**src/dram_io_map.svh**
```systemverilog
`ifndef DRAM_IO_MAP_SVH
`define DRAM_IO_MAP_SVH

// Register addresses on the model-specific register port
`define OFF_IO_BASE0 32'hc001_0016
`define OFF_IO_MASK0 32'hc001_0017
`define OFF_IO_BASE1 32'hc001_0018
`define OFF_IO_MASK1 32'hc001_0019
`define OFF_CEIL 32'hc001_001a
`define OFF_UPPER_CEIL 32'hc001_001d

// Field positions
`define ADDR_MSB 39
`define CEIL_LSB 23
`define RANGE_LSB 12
`define RANGE_VALID_BIT 11
`define READ_STEER_BIT 4
`define WRITE_STEER_BIT 3

// Start of the upper DRAM region (4 Gbytes)
`define FOUR_GB 40'h01_0000_0000

// Reset values
`define CEIL_RESET 17'h0_0000
`define RANGE_RESET 28'h000_0000
`define STEER_RESET 1'h0

`endif

```
**src/dram_io_pkg.sv**
```systemverilog
`default_nettype none

package dram_io_pkg;
  // Physical address as issued by the core
  typedef logic [39:0] paddr_t;
  // Destination of a decoded access
  typedef enum logic {TGT_IO, TGT_DRAM} target_t;
  // Stored ceiling field, 8-Mbyte units
  typedef logic [16:0] ceil_t;
  // Stored range base or mask, 4-Kbyte units
  typedef logic [27:0] range_t;
endpackage : dram_io_pkg

`default_nettype wire

```
**src/io_range_if.sv**
```systemverilog
`default_nettype none

interface io_range_if;
  import dram_io_pkg::*;
  range_t base;
  range_t mask;
  logic valid;
  logic read_steer_memory;
  logic write_steer_memory;
  paddr_t addr;
  logic write;
  logic hit;
  logic to_dram;
  // Register side owns the settings, matcher answers
  modport owner (output base, mask, valid, read_steer_memory, write_steer_memory, addr, write,
                 input hit, to_dram);
  modport matcher (input base, mask, valid, read_steer_memory, write_steer_memory, addr, write,
                   output hit, to_dram);
endinterface : io_range_if

`default_nettype wire

```
**src/dram_io_address_typing.sv**
```systemverilog
// Functional notes
// [RULE1] Lower ceiling stores address bits 39..23, 8-Mbyte units, lower bits dropped.
// [RULE2] Addresses below the lower ceiling are DRAM; the ceiling itself is first I/O byte.
// [RULE3] With upper enable set, 4 Gbytes up to the upper ceiling is DRAM.
// [RULE4] Software should program the upper ceiling above 4 Gbytes.
// [RULE5] Upper ceiling uses the same bits 39..23 layout as the lower one.
// [RULE6] Range base registers store base address bits 39..12, 4-Kbyte aligned.
// [RULE7] Inside an active range, writes go to DRAM when bit 3 is set.
// [RULE8] Inside an active range, reads come from DRAM when bit 4 is set.
// [RULE9] Each range has a mask register with its mask in bits 39..12.
// [RULE10] A range steers only while bit 11 of its mask register is set.
// [RULE11] Two independent ranges, each one base and one mask register.
// [RULE12] Hit when address and base agree on every masked bit 39..12.
// [RULE13] Reserved bits of all these registers read as zero.
`default_nettype none
`include "dram_io_map.svh"

module dram_io_address_typing (
  // Clock and reset
  input wire logic clk_sys,
  input wire logic rst_b,
  // Model-specific register port
  input wire logic msr_wr,
  input wire logic msr_rd,
  input wire logic [31:0] msr_addr,
  input wire logic [63:0] msr_wdata,
  output logic msr_ack,
  output logic msr_err,
  output logic [63:0] msr_rdata,
  // System configuration
  input wire logic upper_ceiling_enable,
  // Access request from the core
  input wire logic req_valid,
  input wire logic req_write,
  input wire dram_io_pkg::paddr_t req_addr,
  // Decode answer
  output logic resp_valid,
  output dram_io_pkg::target_t resp_target
);
  import dram_io_pkg::*;

  // Readback images; unstored bits are forced to zero
  function automatic logic [63:0] pack_ceil(input ceil_t c);
    pack_ceil = {24'h00_0000, c, 23'h00_0000}; // [RULE13]
  endfunction : pack_ceil

  function automatic logic [63:0] pack_base(input range_t b, input logic rd, input logic wr);
    pack_base = {24'h00_0000, b, 7'h00, rd, wr, 3'h0}; // [RULE13]
  endfunction : pack_base

  function automatic logic [63:0] pack_mask(input range_t m, input logic v);
    pack_mask = {24'h00_0000, m, v, 11'h000}; // [RULE13]
  endfunction : pack_mask

  // Stored state
  ceil_t ceil_reg;
  ceil_t upper_ceil_reg;
  range_t base_reg [2];
  range_t mask_reg [2];
  logic valid_reg [2];
  logic rd_reg [2];
  logic wr_reg [2];
  logic msr_ack_reg, msr_err_reg, resp_valid_reg;
  logic [63:0] msr_rdata_reg;
  target_t resp_target_reg;

  // Register address decode
  logic sel_ceil, sel_upper, sel_any;
  logic sel_base [2];
  logic sel_mask [2];
  assign sel_ceil = msr_addr == `OFF_CEIL;
  assign sel_upper = msr_addr == `OFF_UPPER_CEIL;
  assign sel_base[0] = msr_addr == `OFF_IO_BASE0; // [RULE11]
  assign sel_base[1] = msr_addr == `OFF_IO_BASE1;
  assign sel_mask[0] = msr_addr == `OFF_IO_MASK0;
  assign sel_mask[1] = msr_addr == `OFF_IO_MASK1;
  assign sel_any = sel_ceil | sel_upper | sel_base[0] | sel_base[1] | sel_mask[0] | sel_mask[1];

  // Read data selection; unknown addresses read zero
  logic [63:0] rdata_next;
  assign rdata_next = sel_ceil ? pack_ceil(ceil_reg) :
                      sel_upper ? pack_ceil(upper_ceil_reg) :
                      sel_base[0] ? pack_base(base_reg[0], rd_reg[0], wr_reg[0]) :
                      sel_base[1] ? pack_base(base_reg[1], rd_reg[1], wr_reg[1]) :
                      sel_mask[0] ? pack_mask(mask_reg[0], valid_reg[0]) :
                      sel_mask[1] ? pack_mask(mask_reg[1], valid_reg[1]) : 64'h0000_0000_0000_0000;

  // Ceiling registers keep only the 8-Mbyte field
  always_ff @(posedge clk_sys or negedge rst_b) begin
    if (!rst_b) begin
      ceil_reg <= `CEIL_RESET;
      upper_ceil_reg <= `CEIL_RESET;
    end else begin
      if (msr_wr && sel_ceil) ceil_reg <= msr_wdata[`ADDR_MSB:`CEIL_LSB]; // [RULE1]
      if (msr_wr && sel_upper) upper_ceil_reg <= msr_wdata[`ADDR_MSB:`CEIL_LSB]; // [RULE5]
    end
  end

  // Range registers, one base and one mask per range
  always_ff @(posedge clk_sys or negedge rst_b) begin
    if (!rst_b) begin
      for (int i = 0; i < 2; i++) begin
        base_reg[i] <= `RANGE_RESET;
        mask_reg[i] <= `RANGE_RESET;
        valid_reg[i] <= `STEER_RESET;
        rd_reg[i] <= `STEER_RESET;
        wr_reg[i] <= `STEER_RESET;
      end
    end else begin
      for (int i = 0; i < 2; i++) begin
        if (msr_wr && sel_base[i]) begin
          base_reg[i] <= msr_wdata[`ADDR_MSB:`RANGE_LSB]; // [RULE6]
          rd_reg[i] <= msr_wdata[`READ_STEER_BIT];
          wr_reg[i] <= msr_wdata[`WRITE_STEER_BIT];
        end
        if (msr_wr && sel_mask[i]) begin
          mask_reg[i] <= msr_wdata[`ADDR_MSB:`RANGE_LSB]; // [RULE9]
          valid_reg[i] <= msr_wdata[`RANGE_VALID_BIT]; // [RULE10]
        end
      end
    end
  end

  // Register port answer: one cycle after the strobe, error on a stray address
  always_ff @(posedge clk_sys or negedge rst_b) begin
    if (!rst_b) begin
      msr_ack_reg <= 1'h0;
      msr_err_reg <= 1'h0;
      msr_rdata_reg <= 64'h0000_0000_0000_0000;
    end else begin
      msr_ack_reg <= msr_wr | msr_rd;
      msr_err_reg <= (msr_wr | msr_rd) & ~sel_any;
      msr_rdata_reg <= msr_rd ? rdata_next : 64'h0000_0000_0000_0000;
    end
  end

  // Two range matchers, independent of each other
  io_range_if rif [2] ();
  for (genvar g = 0; g < 2; g++) begin : g_range
    assign rif[g].base = base_reg[g];
    assign rif[g].mask = mask_reg[g];
    assign rif[g].valid = valid_reg[g];
    assign rif[g].read_steer_memory = rd_reg[g];
    assign rif[g].write_steer_memory = wr_reg[g];
    assign rif[g].addr = req_addr;
    assign rif[g].write = req_write;
    io_range_match u_match (
      .r(rif[g])
    );
  end

  // Ceiling compares at 8-Mbyte grain; the ceiling byte itself is I/O
  logic below_ceil, in_upper, hit0, hit1, dram_sel;
  assign below_ceil = req_addr[`ADDR_MSB:`CEIL_LSB] < ceil_reg; // [RULE2]
  assign in_upper = upper_ceiling_enable && (req_addr >= `FOUR_GB) &&
                    (req_addr[`ADDR_MSB:`CEIL_LSB] < upper_ceil_reg); // [RULE3]
  assign hit0 = rif[0].hit;
  assign hit1 = rif[1].hit;
  // Ranges override the ceilings; range 0 wins an overlap so the answer stays defined
  assign dram_sel = hit0 ? rif[0].to_dram :
                    hit1 ? rif[1].to_dram : (below_ceil | in_upper); // [RULE7] [RULE8]

  // Registered decode answer, one cycle after the request
  always_ff @(posedge clk_sys or negedge rst_b) begin
    if (!rst_b) begin
      resp_valid_reg <= 1'h0;
      resp_target_reg <= TGT_IO;
    end else begin
      resp_valid_reg <= req_valid;
      resp_target_reg <= dram_sel ? TGT_DRAM : TGT_IO;
    end
  end

  assign msr_ack = msr_ack_reg;
  assign msr_err = msr_err_reg;
  assign msr_rdata = msr_rdata_reg;
  assign resp_valid = resp_valid_reg;
  assign resp_target = resp_target_reg;
endmodule : dram_io_address_typing

`default_nettype wire

```
**src/io_range_match.sv**
```systemverilog
`default_nettype none
`include "dram_io_map.svh"

module io_range_match (
  // Range settings and request
  io_range_if.matcher r
);
  import dram_io_pkg::*;

  // Masked compare on the 4-Kbyte page bits only
  assign r.hit = r.valid && ((r.addr[`ADDR_MSB:`RANGE_LSB] & r.mask) == (r.base & r.mask)); // [RULE12] [RULE10]
  // Direction picks the steering bit
  assign r.to_dram = r.write ? r.write_steer_memory : r.read_steer_memory; // [RULE7] [RULE8]
endmodule : io_range_match

`default_nettype wire

```
**config.mk**
```make
export PLATFORM = sky130hd
export DESIGN_NAME = dram_io_address_typing
export DESIGN_NICKNAME = d
export VERILOG_FILES = /design/src/dram_io_pkg.sv /design/src/io_range_if.sv /design/src/dram_io_address_typing.sv /design/src/io_range_match.sv
export VERILOG_INCLUDE_DIRS = /design/src /design/src/src
export SDC_FILE = /design/constraint.sdc
export NUM_CORES = 1
export LEC_CHECK = 0
export ABC_AREA = 1
export BUFFER_PORTS_ARGS = -buffer_cell sky130_fd_sc_hd__buf_2
export CAP_MARGIN = 15
export CORE_MARGIN = 5
export CORE_UTILIZATION = 55
export DETAILED_ROUTE_END_ITERATION = 12
export GPL_ROUTABILITY_DRIVEN = 1
export GPL_TIMING_DRIVEN = 0
export PLACE_DENSITY = 0.8
export REMOVE_ABC_BUFFERS = 1
export SLEW_MARGIN = 0
export SYNTH_ARGS = -nofsm -noshare
export SYNTH_HDL_FRONTEND = slang
export SYNTH_SLANG_ARGS = --single-unit
```
**constraint.sdc**
```tcl
create_clock -name clk_sys -period 2.2 [get_ports clk_sys]
set_input_delay 0.22 -clock clk_sys [delete_from_list [all_inputs] [get_ports clk_sys]]
set_output_delay 0.22 -clock clk_sys [all_outputs]
set_load 0.01 [all_outputs]
```
==> results of run 1 <==
==> metal layers <==
layer	global-route usage	wire length [um]
met4	0.1327	1350
met1	0.3721	12430
met5	0	8
met3	0.06290	3443
met2	0.4637	15080
==> cell type report <==
class                           count  area share
Inverter                          161     0.05090
Timing Repair Buffer              146     0.06790
Multi-Input combinational cell    997      0.4172
Sequential cell                   187      0.3877
Clock buffer                       19     0.03752
Tap cell                          260     0.02695
Clock inverter                     10     0.01182
==> layout by cell type, fill, tap and decap left out, drive strengths merged, types with 2 or more instances in the layout <==
cell         instances
dlygate4sd3          2
clkbuf              19
nor2               119
o21ai              232
a21o                 2
inv                161
clkinv               6
o21a                 3
dfrtp              187
nand3b               3
conb                33
ha                  32
a21boi               2
o22ai                3
nand3               85
nand2              368
nand4               23
bufinv               3
buf                144
nor4                 3
nor3                 6
a21oi               70
or2                  6
o211ai               3
==> kinds of logic (layout without fill, tap and decap cells) <==
family / after synthesis / count (layout) / synth area share
other: 1 / 33 / 0.0003526
AND/OR/NAND/NOR: 610 / 615 / 0.2454
AO/OA/AOI/OAI: 315 / 315 / 0.1615
adder cells (fa/ha/maj): 32 / 32 / 0.03764
flip-flops: 187 / 187 / 0.4399
multiplexers: 2 / 2 / 0.002000
buffers and inverters: 246 / 336 / 0.1132
==> critical path, cell delays in order <==
cell and delay (ns):
buf_2 0.10, nor2_1 0.12, nand2_1 0.11, nor2_2 0.32, nand2_2 0.25, nor2_8 0.21
buf_4 0.16, nand2_1 0.12, nand2_4 0.32, o21ai_0 0.19, nor4_2 0.32
==> power by group <==
group	switching (uW)	internal (uW)	leakage, uW
sequential	2.06	3440	0.00260
clock	1360	1840	0.000292
combinational	328	141	0.00299
total	1690	5420	0.00589
==> per-stage QoR <==
step / TNS (ns) / worst slack (ns)
2_1_floorplan: -19.10 / -0.4512
3_3_place_gp: -618.53 / -2.626
3_5_place_dp: -172.03 / -2.196
4_1_cts: 0 / 0.06682
5_1_grt: 0 / 0.007967
6_report: 0 / 0.03857
==> worst min path at each step <==
stage,startpoint,cells after the start,slack [ns],end
after floorplan,rst_b,0,-0.08,ceil_reg[0]
after global placement,req_valid,1,0.33,resp_valid
after detailed placement,rst_b,1,0.20,rif[0].base[24]
after CTS,msr_wdata[3],3,0.05,rif[1].write_steer_memory
after global routing,msr_wdata[3],3,0.06,rif[1].write_steer_memory
final,msr_wdata[3],3,0.06,rif[1].write_steer_memory
==> repair_timing <==
action,CTS,global route
gates resized for setup,13,7
setup endpoints to repair,144,62
cloned,4,1
hold buffers,2,0
hold endpoints to repair,63,0
buffers inserted,8,0
pin swaps,7,2
==> impl_results.md, run 1 <==
* Status: finished, final reports clean
* Seq/Total Area, Yosys at 0.4399
* Worst-case reg-to-reg path depth at 11
* Vias in the first global route at 9673
* Post-synthesis cell area at 10640 um2
* Yosys reg bits at 187
* Core area at 18890 um2
* Max cap viols at 0
* Slew Viols, Final at 0
* Final Cell Area at 12070 um2
* Vias at 10.14k
* Final WL at 32.31 mm
* Antenna violations before repair at 1
* Skew final at 0.007506 ns
* Syn avg cell area at 7.636 um2
* CTS Buf Count at 17
* FF-to-FF Start: rif[0].base[21]
* Overall Power at 7111 uW
* RSZ-0062 raised after global routing: no
* Post-layout util at 0.6389
* Arrival time worst endpoint at 2.46 ns
* Main flop type after synthesis: dfrtp_1
* CP Max Fanout at 17
* Hold WS at 0.06464 ns
* IO buf count at 132
* Async SR Flop Fraction at 1.000
* Drt first-iter violations at 1131
* Crit path time final at 2.161 ns
* Number of I/O pins at 211
* Period utilization at 0.9825
* Crit. Startpoint: msr_addr[19]
* CTS HTree Levels at 4
* Gr ovfl total at 0
* First-pass DRT Iterations at 8
* Post-synth top cells: 358 x nand2_1, 187 x dfrtp_1, 154 x inv_1, 150 x o21ai_0, 111 x nor2_1
* Die H at 149.1 um
* FMAX at 0.4627 GHz
* Final RePlAce weighted congestion at 0.8532
* Worst setup SP type: input port
* Area taken by multi-input logic gates at 5036 um2
* Count of different cell masters after synthesis at 42
* Worst Setup EP: msr_rdata[11]
* CTS root buf: clkbuf_16
* Starting density of the core at 0.5630
* Dpl cells at 1736
* Finish-stage setup viols at 0
* P_leak at 0.005886 uW
* Fin cells at 1780
* First-pass GRT wire length at 49.98 mm
* Final Hold Fails at 0
* Crit. End Element: flip-flop
* FF-to-FF End: resp_target
* Row count at 50
* CTS Buffer Depth at 2
* Hold WC Path Type: input port to flip-flop
* Share of the synthesized area in the top cell type at 0.4399
* VDD IR-drop max at 0.0005073 V
* Crit path required time at 2.49 ns
* Tightest Pin Transition at 1.110 ns
* Post-synth EDFFs at 0
* Final HPWL DP at 19.80 mm
* Die X at 149.1 um
* Layout Nets at 1685
* Largest net degree at the start of global routing at 126
* R2R Setup Slk at 0.35 ns
* YS warnings at 0
* Power density over the cells at 589.2 nW/um2
* Share of cells above drive strength 1 at 0.1605
* Cells after Synth at 1393
* ANT cells at 0
* Die ar. at 22220 um2
* Via/cell ratio at 5.696
* Synth-to-layout area growth at 13.48%
* Post-route ant nets at 0
* CTS tree: built
* Worst-skew pair later-pin latency at 0.44 ns
* Worst-path clk slew at 0.07 ns
* Final routed DRC violation total at 0
* Placed Area at 11220 um2
* Routed WL per cell at 18.15 um
* FF+latch area at 4679 um2
* Max-slew headroom at 0.2572
* CTS sink count at 187
* # fillers at 1662
* Global Route Usage Sum at 0.2876
* Setup CP Type: input port to flip-flop
* Synth area leaders: dfrtp_1 44%, nand2_1 13%, o21ai_0 7.1%
* Yosys top cell by area: dfrtp_1
* Top-count cell post-synth: nand2_1
No activity file was read; power rests on OpenSTA's default activity.
==> inputs of run 2 (changes only) <==
--- a/config.mk
+++ b/config.mk
@@ -12,9 +12,9 @@
 export CORE_MARGIN = 5
 export CORE_UTILIZATION = 55
 export DETAILED_ROUTE_END_ITERATION = 12
-export GPL_ROUTABILITY_DRIVEN = 1
+export GPL_ROUTABILITY_DRIVEN = 0
 export GPL_TIMING_DRIVEN = 0
-export PLACE_DENSITY = 0.8
+export PLACE_DENSITY = 0.88
 export REMOVE_ABC_BUFFERS = 1
 export SLEW_MARGIN = 0
 export SYNTH_ARGS = -nofsm -noshare
==> impl_results.md, run 2 (same netlist as run 1, synthesis figures left out) <==
* Post-route ant nets at 0 (unchanged)
* Worst-case reg-to-reg path depth at 11 (unchanged)
* CTS root buf: clkbuf_16 (unchanged)
* Crit path required time at 2.52 ns (was 2.49 ns)
* Skew final at 0.009120 ns (was 0.007506 ns)
* CP Max Fanout at 30 (was 17)
* Crit-path max cell delay at 0.33 ns (was 0.32 ns)
* Max-slew headroom at 0.1926 (was 0.2572)
* Hold depth at 3 (unchanged)
* Via/cell ratio at 5.766 (was 5.696)
* Final routed DRC violation total at 0 (unchanged)
* Starting density of the core at 0.5630 (unchanged)
* Worst setup SP type: input port (unchanged)
* Switching part of the total at 0.2457 (was 0.2379)
* CP dominant cell by count: nand2_1 (unchanged)
* Antenna violations before repair at 0 (was 1)
* Status: finished, final reports clean (unchanged)
* Commonest non-fill, non-tap cell in the layout: nand2_1 (unchanged)
* Row count at 50 (unchanged)
* Clock share of power at 0.442 (was 0.450)
* Final WL at 32.28 mm (was 32.31 mm)
* Slew Viols, Final at 0 (unchanged)
* Crit path time final at 2.121 ns (was 2.161 ns)
* Routed WL per cell at 18.17 um (was 18.15 um)
* Setup CP Type: input port to flip-flop (unchanged)
* Worst-path clk slew at 0.07 ns (about the same)
* Crit. End Element: flip-flop (unchanged)
* CTS Buffer Depth at 2 (unchanged)
* Die H at 149.1 um (unchanged)
* Vias in the first global route at 9744 (was 9673)
* Share of cells above drive strength 1 at 0.1570 (was 0.1605)
* Worst-skew pair later-pin latency at 0.44 ns (about the same)
* Max cap viols at 0 (unchanged)
* Hold WS at 0.05597 ns (was 0.06464 ns)
* Sw Pwr at 1724 uW (was 1692 uW)
* First-pass GRT wire length at 49.41 mm (was 49.98 mm)
* CTS sink count at 187 (unchanged)
* Critical Path Stages at 11 (unchanged)
* Tightest Pin Transition at 1.207 ns (was 1.110 ns)
* Combinational share of power at 0.067 (was 0.066)
* Core area at 18890 um2 (unchanged)
* Placed Area at 11240 um2 (was 11220 um2)
* Drt first-iter violations at 1180 (was 1131)
* Finish-stage setup viols at 0 (unchanged)
* Die ar. at 22220 um2 (unchanged)
* Period utilization at 0.9639 (was 0.9825)
* CTS tree: built (unchanged)
* Worst-path cell chain: buf_2 > nor2_1 > nand2_1 > nor2_4 > nand2_2 > nor2_8 > nand3_4 > inv_6 > nand2_8 > nand2_1 > o21ai_2 (was buf_2 > nor2_1 > nand2_1 > nor2_2 > nand2_2 > nor2_8 > buf_4 > nand2_1 > nand2_4 > o21ai_0 > nor4_2)
* Arrival time worst endpoint at 2.44 ns (was 2.46 ns)
* ANT cells at 0 (unchanged)
* FMAX at 0.4716 GHz (was 0.4627 GHz)
* Slowest-stage cell, CP: nor2_8 (was nor2_2)
* Hold WC Path Type: input port to flip-flop (unchanged)
* Vias at 10.24k (was 10.14k)
* Die X at 149.1 um (unchanged)
* VDD IR-drop max at 0.0005786 V (was 0.0005073 V)
* Power density over the cells at 583.9 nW/um2 (was 589.2 nW/um2)
* Top Family by Delay on Critical Path: simple AND/OR/NAND/NOR gates (unchanged)
* CTS HTree Levels at 4 (unchanged)
* Largest net degree at the start of global routing at 113 (was 126)
* Gr ovfl total at 0 (unchanged)
* Final Cell Area at 12020 um2 (was 12070 um2)
* P_leak at 0.005857 uW (was 0.005886 uW)
* Commonest non-fill, non-tap cells in the layout: 358 x nand2_1, 187 x dfrtp_1, 154 x inv_1 (unchanged)
* Number of I/O pins at 211 (unchanged)
* IO buf count at 132 (unchanged)
* Global Route Usage Sum at 0.2838 (was 0.2876)
* Synth-to-layout area growth at 12.97% (was 13.48%)
* First-pass DRT Iterations at 8 (unchanged)
* Worst path bufs/invs at 2 (unchanged)
* Final Hold Fails at 0 (unchanged)
* RSZ-0062 raised after global routing: no (unchanged)
* Internal Pwr Total at 5293 uW (was 5419 uW)
* Layout Nets at 1679 (was 1685)
* CTS Buf Count at 17 (unchanged)
* Post-layout util at 0.6360 (was 0.6389)
* Final HPWL DP at 19.74 mm (was 19.80 mm)
* Seq pwr share at 0.491 (was 0.484)
==> run 2: cell types whose count changed in the layout (fill, tap and decap cells not counted), sizes merged <==
cell    previous run  this run
bufinv             3         2
clkinv             6         8
inv              161       162
buf              144       138
==> run 2: cell type report <==
type	count	area [um2]
Tap cell	260	325.3
Clock inverter	12	137.6
Fill cell	1597	6877
Inverter	161	616.8
Sequential cell	187	4679
Timing Repair Buffer	140	787.0
Clock buffer	19	442.9
Multi-Input combinational cell	997	5027
==> run 2: power by group through the flow <==
stage               Sequential, uW  Clock, uW  Combinational (uW)
floorplan                     3510          0                 178
global placement              3510          0                 423
detailed placement            3510          0                 444
CTS                           3440       3100                 459
global route                  3440       3240                 526
finish                        3440       3100                 471
==> run 2: metrics by stage <==
stage	worst slack (ns)	power (uW)	setup TNS, ns	std cells
CTS	-0.01198	7004	-0.01198	1774
detailed placement	-2.039	3953	-151.80	1736
finish	0.07949	7017	0	1776
floorplan	-0.4512	3689	-19.10	1340
global placement	-2.328	3932	-590.52	1732
global route	0.008177	7208	0	1776
==> run 2: worst paths after layout <==
path / start / end / slack (ns)
hold / removal: msr_wdata[19] / rif[1].base[7] / 0.06
max in group asynchronous: rst_b / rif[1].base[0] / 0.90
setup / recovery: msr_addr[11] / rif[1].base[11] / 0.08
setup reg to reg: ceil_reg[16] / resp_target / 0.32
hold reg to reg: rif[0].mask[0] / rif[0].mask[0] / 0.49
min in group asynchronous: rst_b / rif[0].base[24] / 0.33
==> run 2: worst min-delay path: stages <==
cell and delay, ns:
buf_2 0.07, inv_1 0.06, o21ai_2 0.12
==> run 2: repair_timing <==
item                                    CTS  global route
gates cloned                              4             1
buffers inserted                          1             1
hold endpoints to repair                 76             0
gates resized for setup                  16             5
pin swaps                                 5             3
endpoints found under the setup margin  121            88
hold buffers                              2             0
==> run 2: per-layer routing <==
| metal | share of wire | global-route usage | up-vias |
|---|---|---|---|
| li1 | - | - | 4687 |
| met1 | 0.36 | 0.3576 | 4711 |
| met2 | 0.47 | 0.4544 | 696 |
| met3 | 0.13 | 0.07232 | 147 |
| met4 | 0.046 | 0.1437 | 0 |
| met5 | 0 | 0 | - |
==> inputs of run 3 (changes only) <==
--- a/config.mk
+++ b/config.mk
@@ -16,6 +16,7 @@
 export GPL_TIMING_DRIVEN = 0
 export PLACE_DENSITY = 0.88
 export REMOVE_ABC_BUFFERS = 1
+export SETUP_SLACK_MARGIN = 0.3
 export SLEW_MARGIN = 0
 export SYNTH_ARGS = -nofsm -noshare
 export SYNTH_HDL_FRONTEND = slang
==> constraint.sdc (replaced) <==
create_clock -name clk_sys -period 2.7 [get_ports clk_sys]
set_input_delay 0.27 -clock clk_sys [delete_from_list [all_inputs] [get_ports clk_sys]]
set_output_delay 0.27 -clock clk_sys [all_outputs]
set_load 0.01 [all_outputs]
==> impl_results.md, run 3 (same netlist as run 1, synthesis figures left out) <==
* Status: finished, final reports clean (unchanged)
* Internal Pwr Total at 4313 uW (was 5293 uW)
* Vias in the first global route at 9657 (was 9744)
* Global Route Usage Sum at 0.2759 (was 0.2838)
* CTS HTree Levels at 4 (unchanged)
* Crit. End Element: flip-flop (unchanged)
* Arrival time worst endpoint at 2.68 ns (was 2.44 ns)
* Gr ovfl total at 0 (unchanged)
* Slew Viols, Final at 0 (unchanged)
* Tightest Pin Transition at 1.246 ns (was 1.207 ns)
* FMAX at 0.4254 GHz
* Finish-stage setup viols at 0 (unchanged)
* Clock share of power at 0.443 (was 0.442)
* Number of I/O pins at 211 (unchanged)
* First-pass GRT wire length at 48.32 mm (was 49.41 mm)
* Final Cell Area at 12040 um2 (was 12020 um2)
* Largest net degree at the start of global routing at 113 (unchanged)
* Setup CP Type: input port to flip-flop (unchanged)
* Placed Area at 11240 um2 (unchanged)
* Drt first-iter violations at 1177 (was 1180)
* Layout Nets at 1684 (was 1679)
* Hold WC Path Type: input port to flip-flop (unchanged)
* CTS root buf: clkbuf_16 (unchanged)
* Combinational share of power at 0.067 (about the same)
* VDD IR-drop max at 0.0004774 V (was 0.0005786 V)
* Vias at 10.28k (was 10.24k)
* Overall Power at 5724 uW (was 7017 uW)
* Synth-to-layout area growth at 13.23% (was 12.97%)
* Sw Pwr at 1411 uW (was 1724 uW)
* Worst setup SP type: input port (unchanged)
* Commonest non-fill, non-tap cells in the layout: 358 x nand2_1, 187 x dfrtp_1, 154 x inv_1 (unchanged)
* Crit path required time at 3.03 ns (was 2.52 ns)
* Final WL at 32.16 mm (was 32.28 mm)
* Post-route ant nets at 0 (unchanged)
* CTS Buf Count at 17 (unchanged)
* Final Hold Fails at 0 (unchanged)
* CTS tree: built (unchanged)
* Share of cells above drive strength 1 at 0.1598 (was 0.1570)
* Final routed DRC violation total at 0 (unchanged)
* Final HPWL DP at 19.74 mm (unchanged)
* Antenna violations before repair at 0 (unchanged)
* Core area at 18890 um2 (unchanged)
* Starting density of the core at 0.5630 (unchanged)
* Max-slew headroom at 0.1661 (was 0.1926)
* Die ar. at 22220 um2 (unchanged)
* Period utilization at 0.8707
* CTS Buffer Depth at 2 (unchanged)
* Post-layout util at 0.6375 (was 0.6360)
* Via/cell ratio at 5.770 (was 5.766)
* Crit path time final at 2.351 ns
* P_leak at 0.005880 uW (was 0.005857 uW)
* Power density over the cells at 475.3 nW/um2 (was 583.9 nW/um2)
* CTS sink count at 187 (unchanged)
* Commonest non-fill, non-tap cell in the layout: nand2_1 (unchanged)
* IO buf count at 132 (unchanged)
* CP Max Fanout at 14 (was 30)
* RSZ-0062 raised after global routing: no (unchanged)
* Switching part of the total at 0.2466 (was 0.2457)
* Routed WL per cell at 18.04 um (was 18.17 um)
* Worst-path clk slew at 0.07 ns (about the same)
* Die X at 149.1 um (unchanged)
* Seq pwr share at 0.490 (was 0.491)
* Worst-skew pair later-pin latency at 0.44 ns (about the same)
* First-pass DRT Iterations at 6 (was 8)
* Max cap viols at 0 (unchanged)
* Skew final at 0.009277 ns (was 0.009120 ns)
* Row count at 50 (unchanged)
* Die H at 149.1 um (unchanged)
-- run 3: path summary, 6_finish.rpt --
check / start / end / slack (ns) / depth (start not counted)
min in group asynchronous: rst_b / msr_rdata[38] / 0.39 / 2
max in group asynchronous: rst_b / msr_rdata[4] / 1.34 / 3
setup / recovery: msr_addr[30] / msr_rdata[4] / 0.35 / 12
hold / removal: msr_wdata[19] / rif[1].base[7] / 0.11 / 3
hold reg to reg: ceil_reg[10] / ceil_reg[10] / 0.49 / 2
setup reg to reg: ceil_reg[16] / resp_target / 0.78 / 11
-- run 3: power groups by stage --
stage	Combinational [uW]	Clock, uW	Sequential, uW
after detailed placement	362	0	2860
after global placement	344	0	2860
after global routing	427	2640	2800
final	383	2540	2810
after floorplan	145	0	2860
after CTS	373	2530	2810
-- run 3: routing by layer --
| layer | GRT usage | share of wire |
|---|---|---|
| met1 | 0.3489 | 0.37 |
| met2 | 0.4422 | 0.46 |
| met3 | 0.06989 | 0.13 |
| met4 | 0.1368 | 0.045 |
| met5 | 0 | 0 |
-- run 3: layout make-up --
cell class              count  area, um2
diodes                      1      2.502
clock buffers              19      442.9
clock inverters            12      137.6
fillers                  1605       6849
inverters                 161      616.8
multi-input cells         997       5002
flip-flops and latches    187       4679
well taps                 260      325.3
repair buffers            145      837.1
-- run 3: repair_timing --
| item | CTS | global route |
|---|---|---|
| hold buffers | 2 | 0 |
| pin swaps | 3 | 3 |
| endpoints found under the hold margin | 76 | 0 |
| cloned | 2 | 3 |
| gates resized for setup | 9 | 8 |
| endpoints found under the setup margin | 120 | 107 |
| buffers inserted | 0 | 7 |
-- run 3: critical path, cell delays in order --
cell,delay [ns]
buf_2,0.10
nand2_1,0.05
inv_1,0.03
nand2_1,0.08
nor2_2,0.09
nand2_2,0.23
nor2_8,0.14
nand2_2,0.30
nand2_4,0.25
nor2_2,0.62
nand2_1,0.21
nor3_1,0.28
-- run 3: per-stage QoR --
stage	worst slack, ns	hold slack, ns	setup TNS (ns)	std cells
finish	0.3490	0.1076	0	1782
floorplan	-0.001225	-0.02559	-0.03551	1340
CTS	0.1174	0.1016	0	1771
detailed placement	-1.589	0.2845	-86.55	1736
global route	0.3103	0.1102	0	1781
global placement	-1.878	0.3791	-435.24	1732
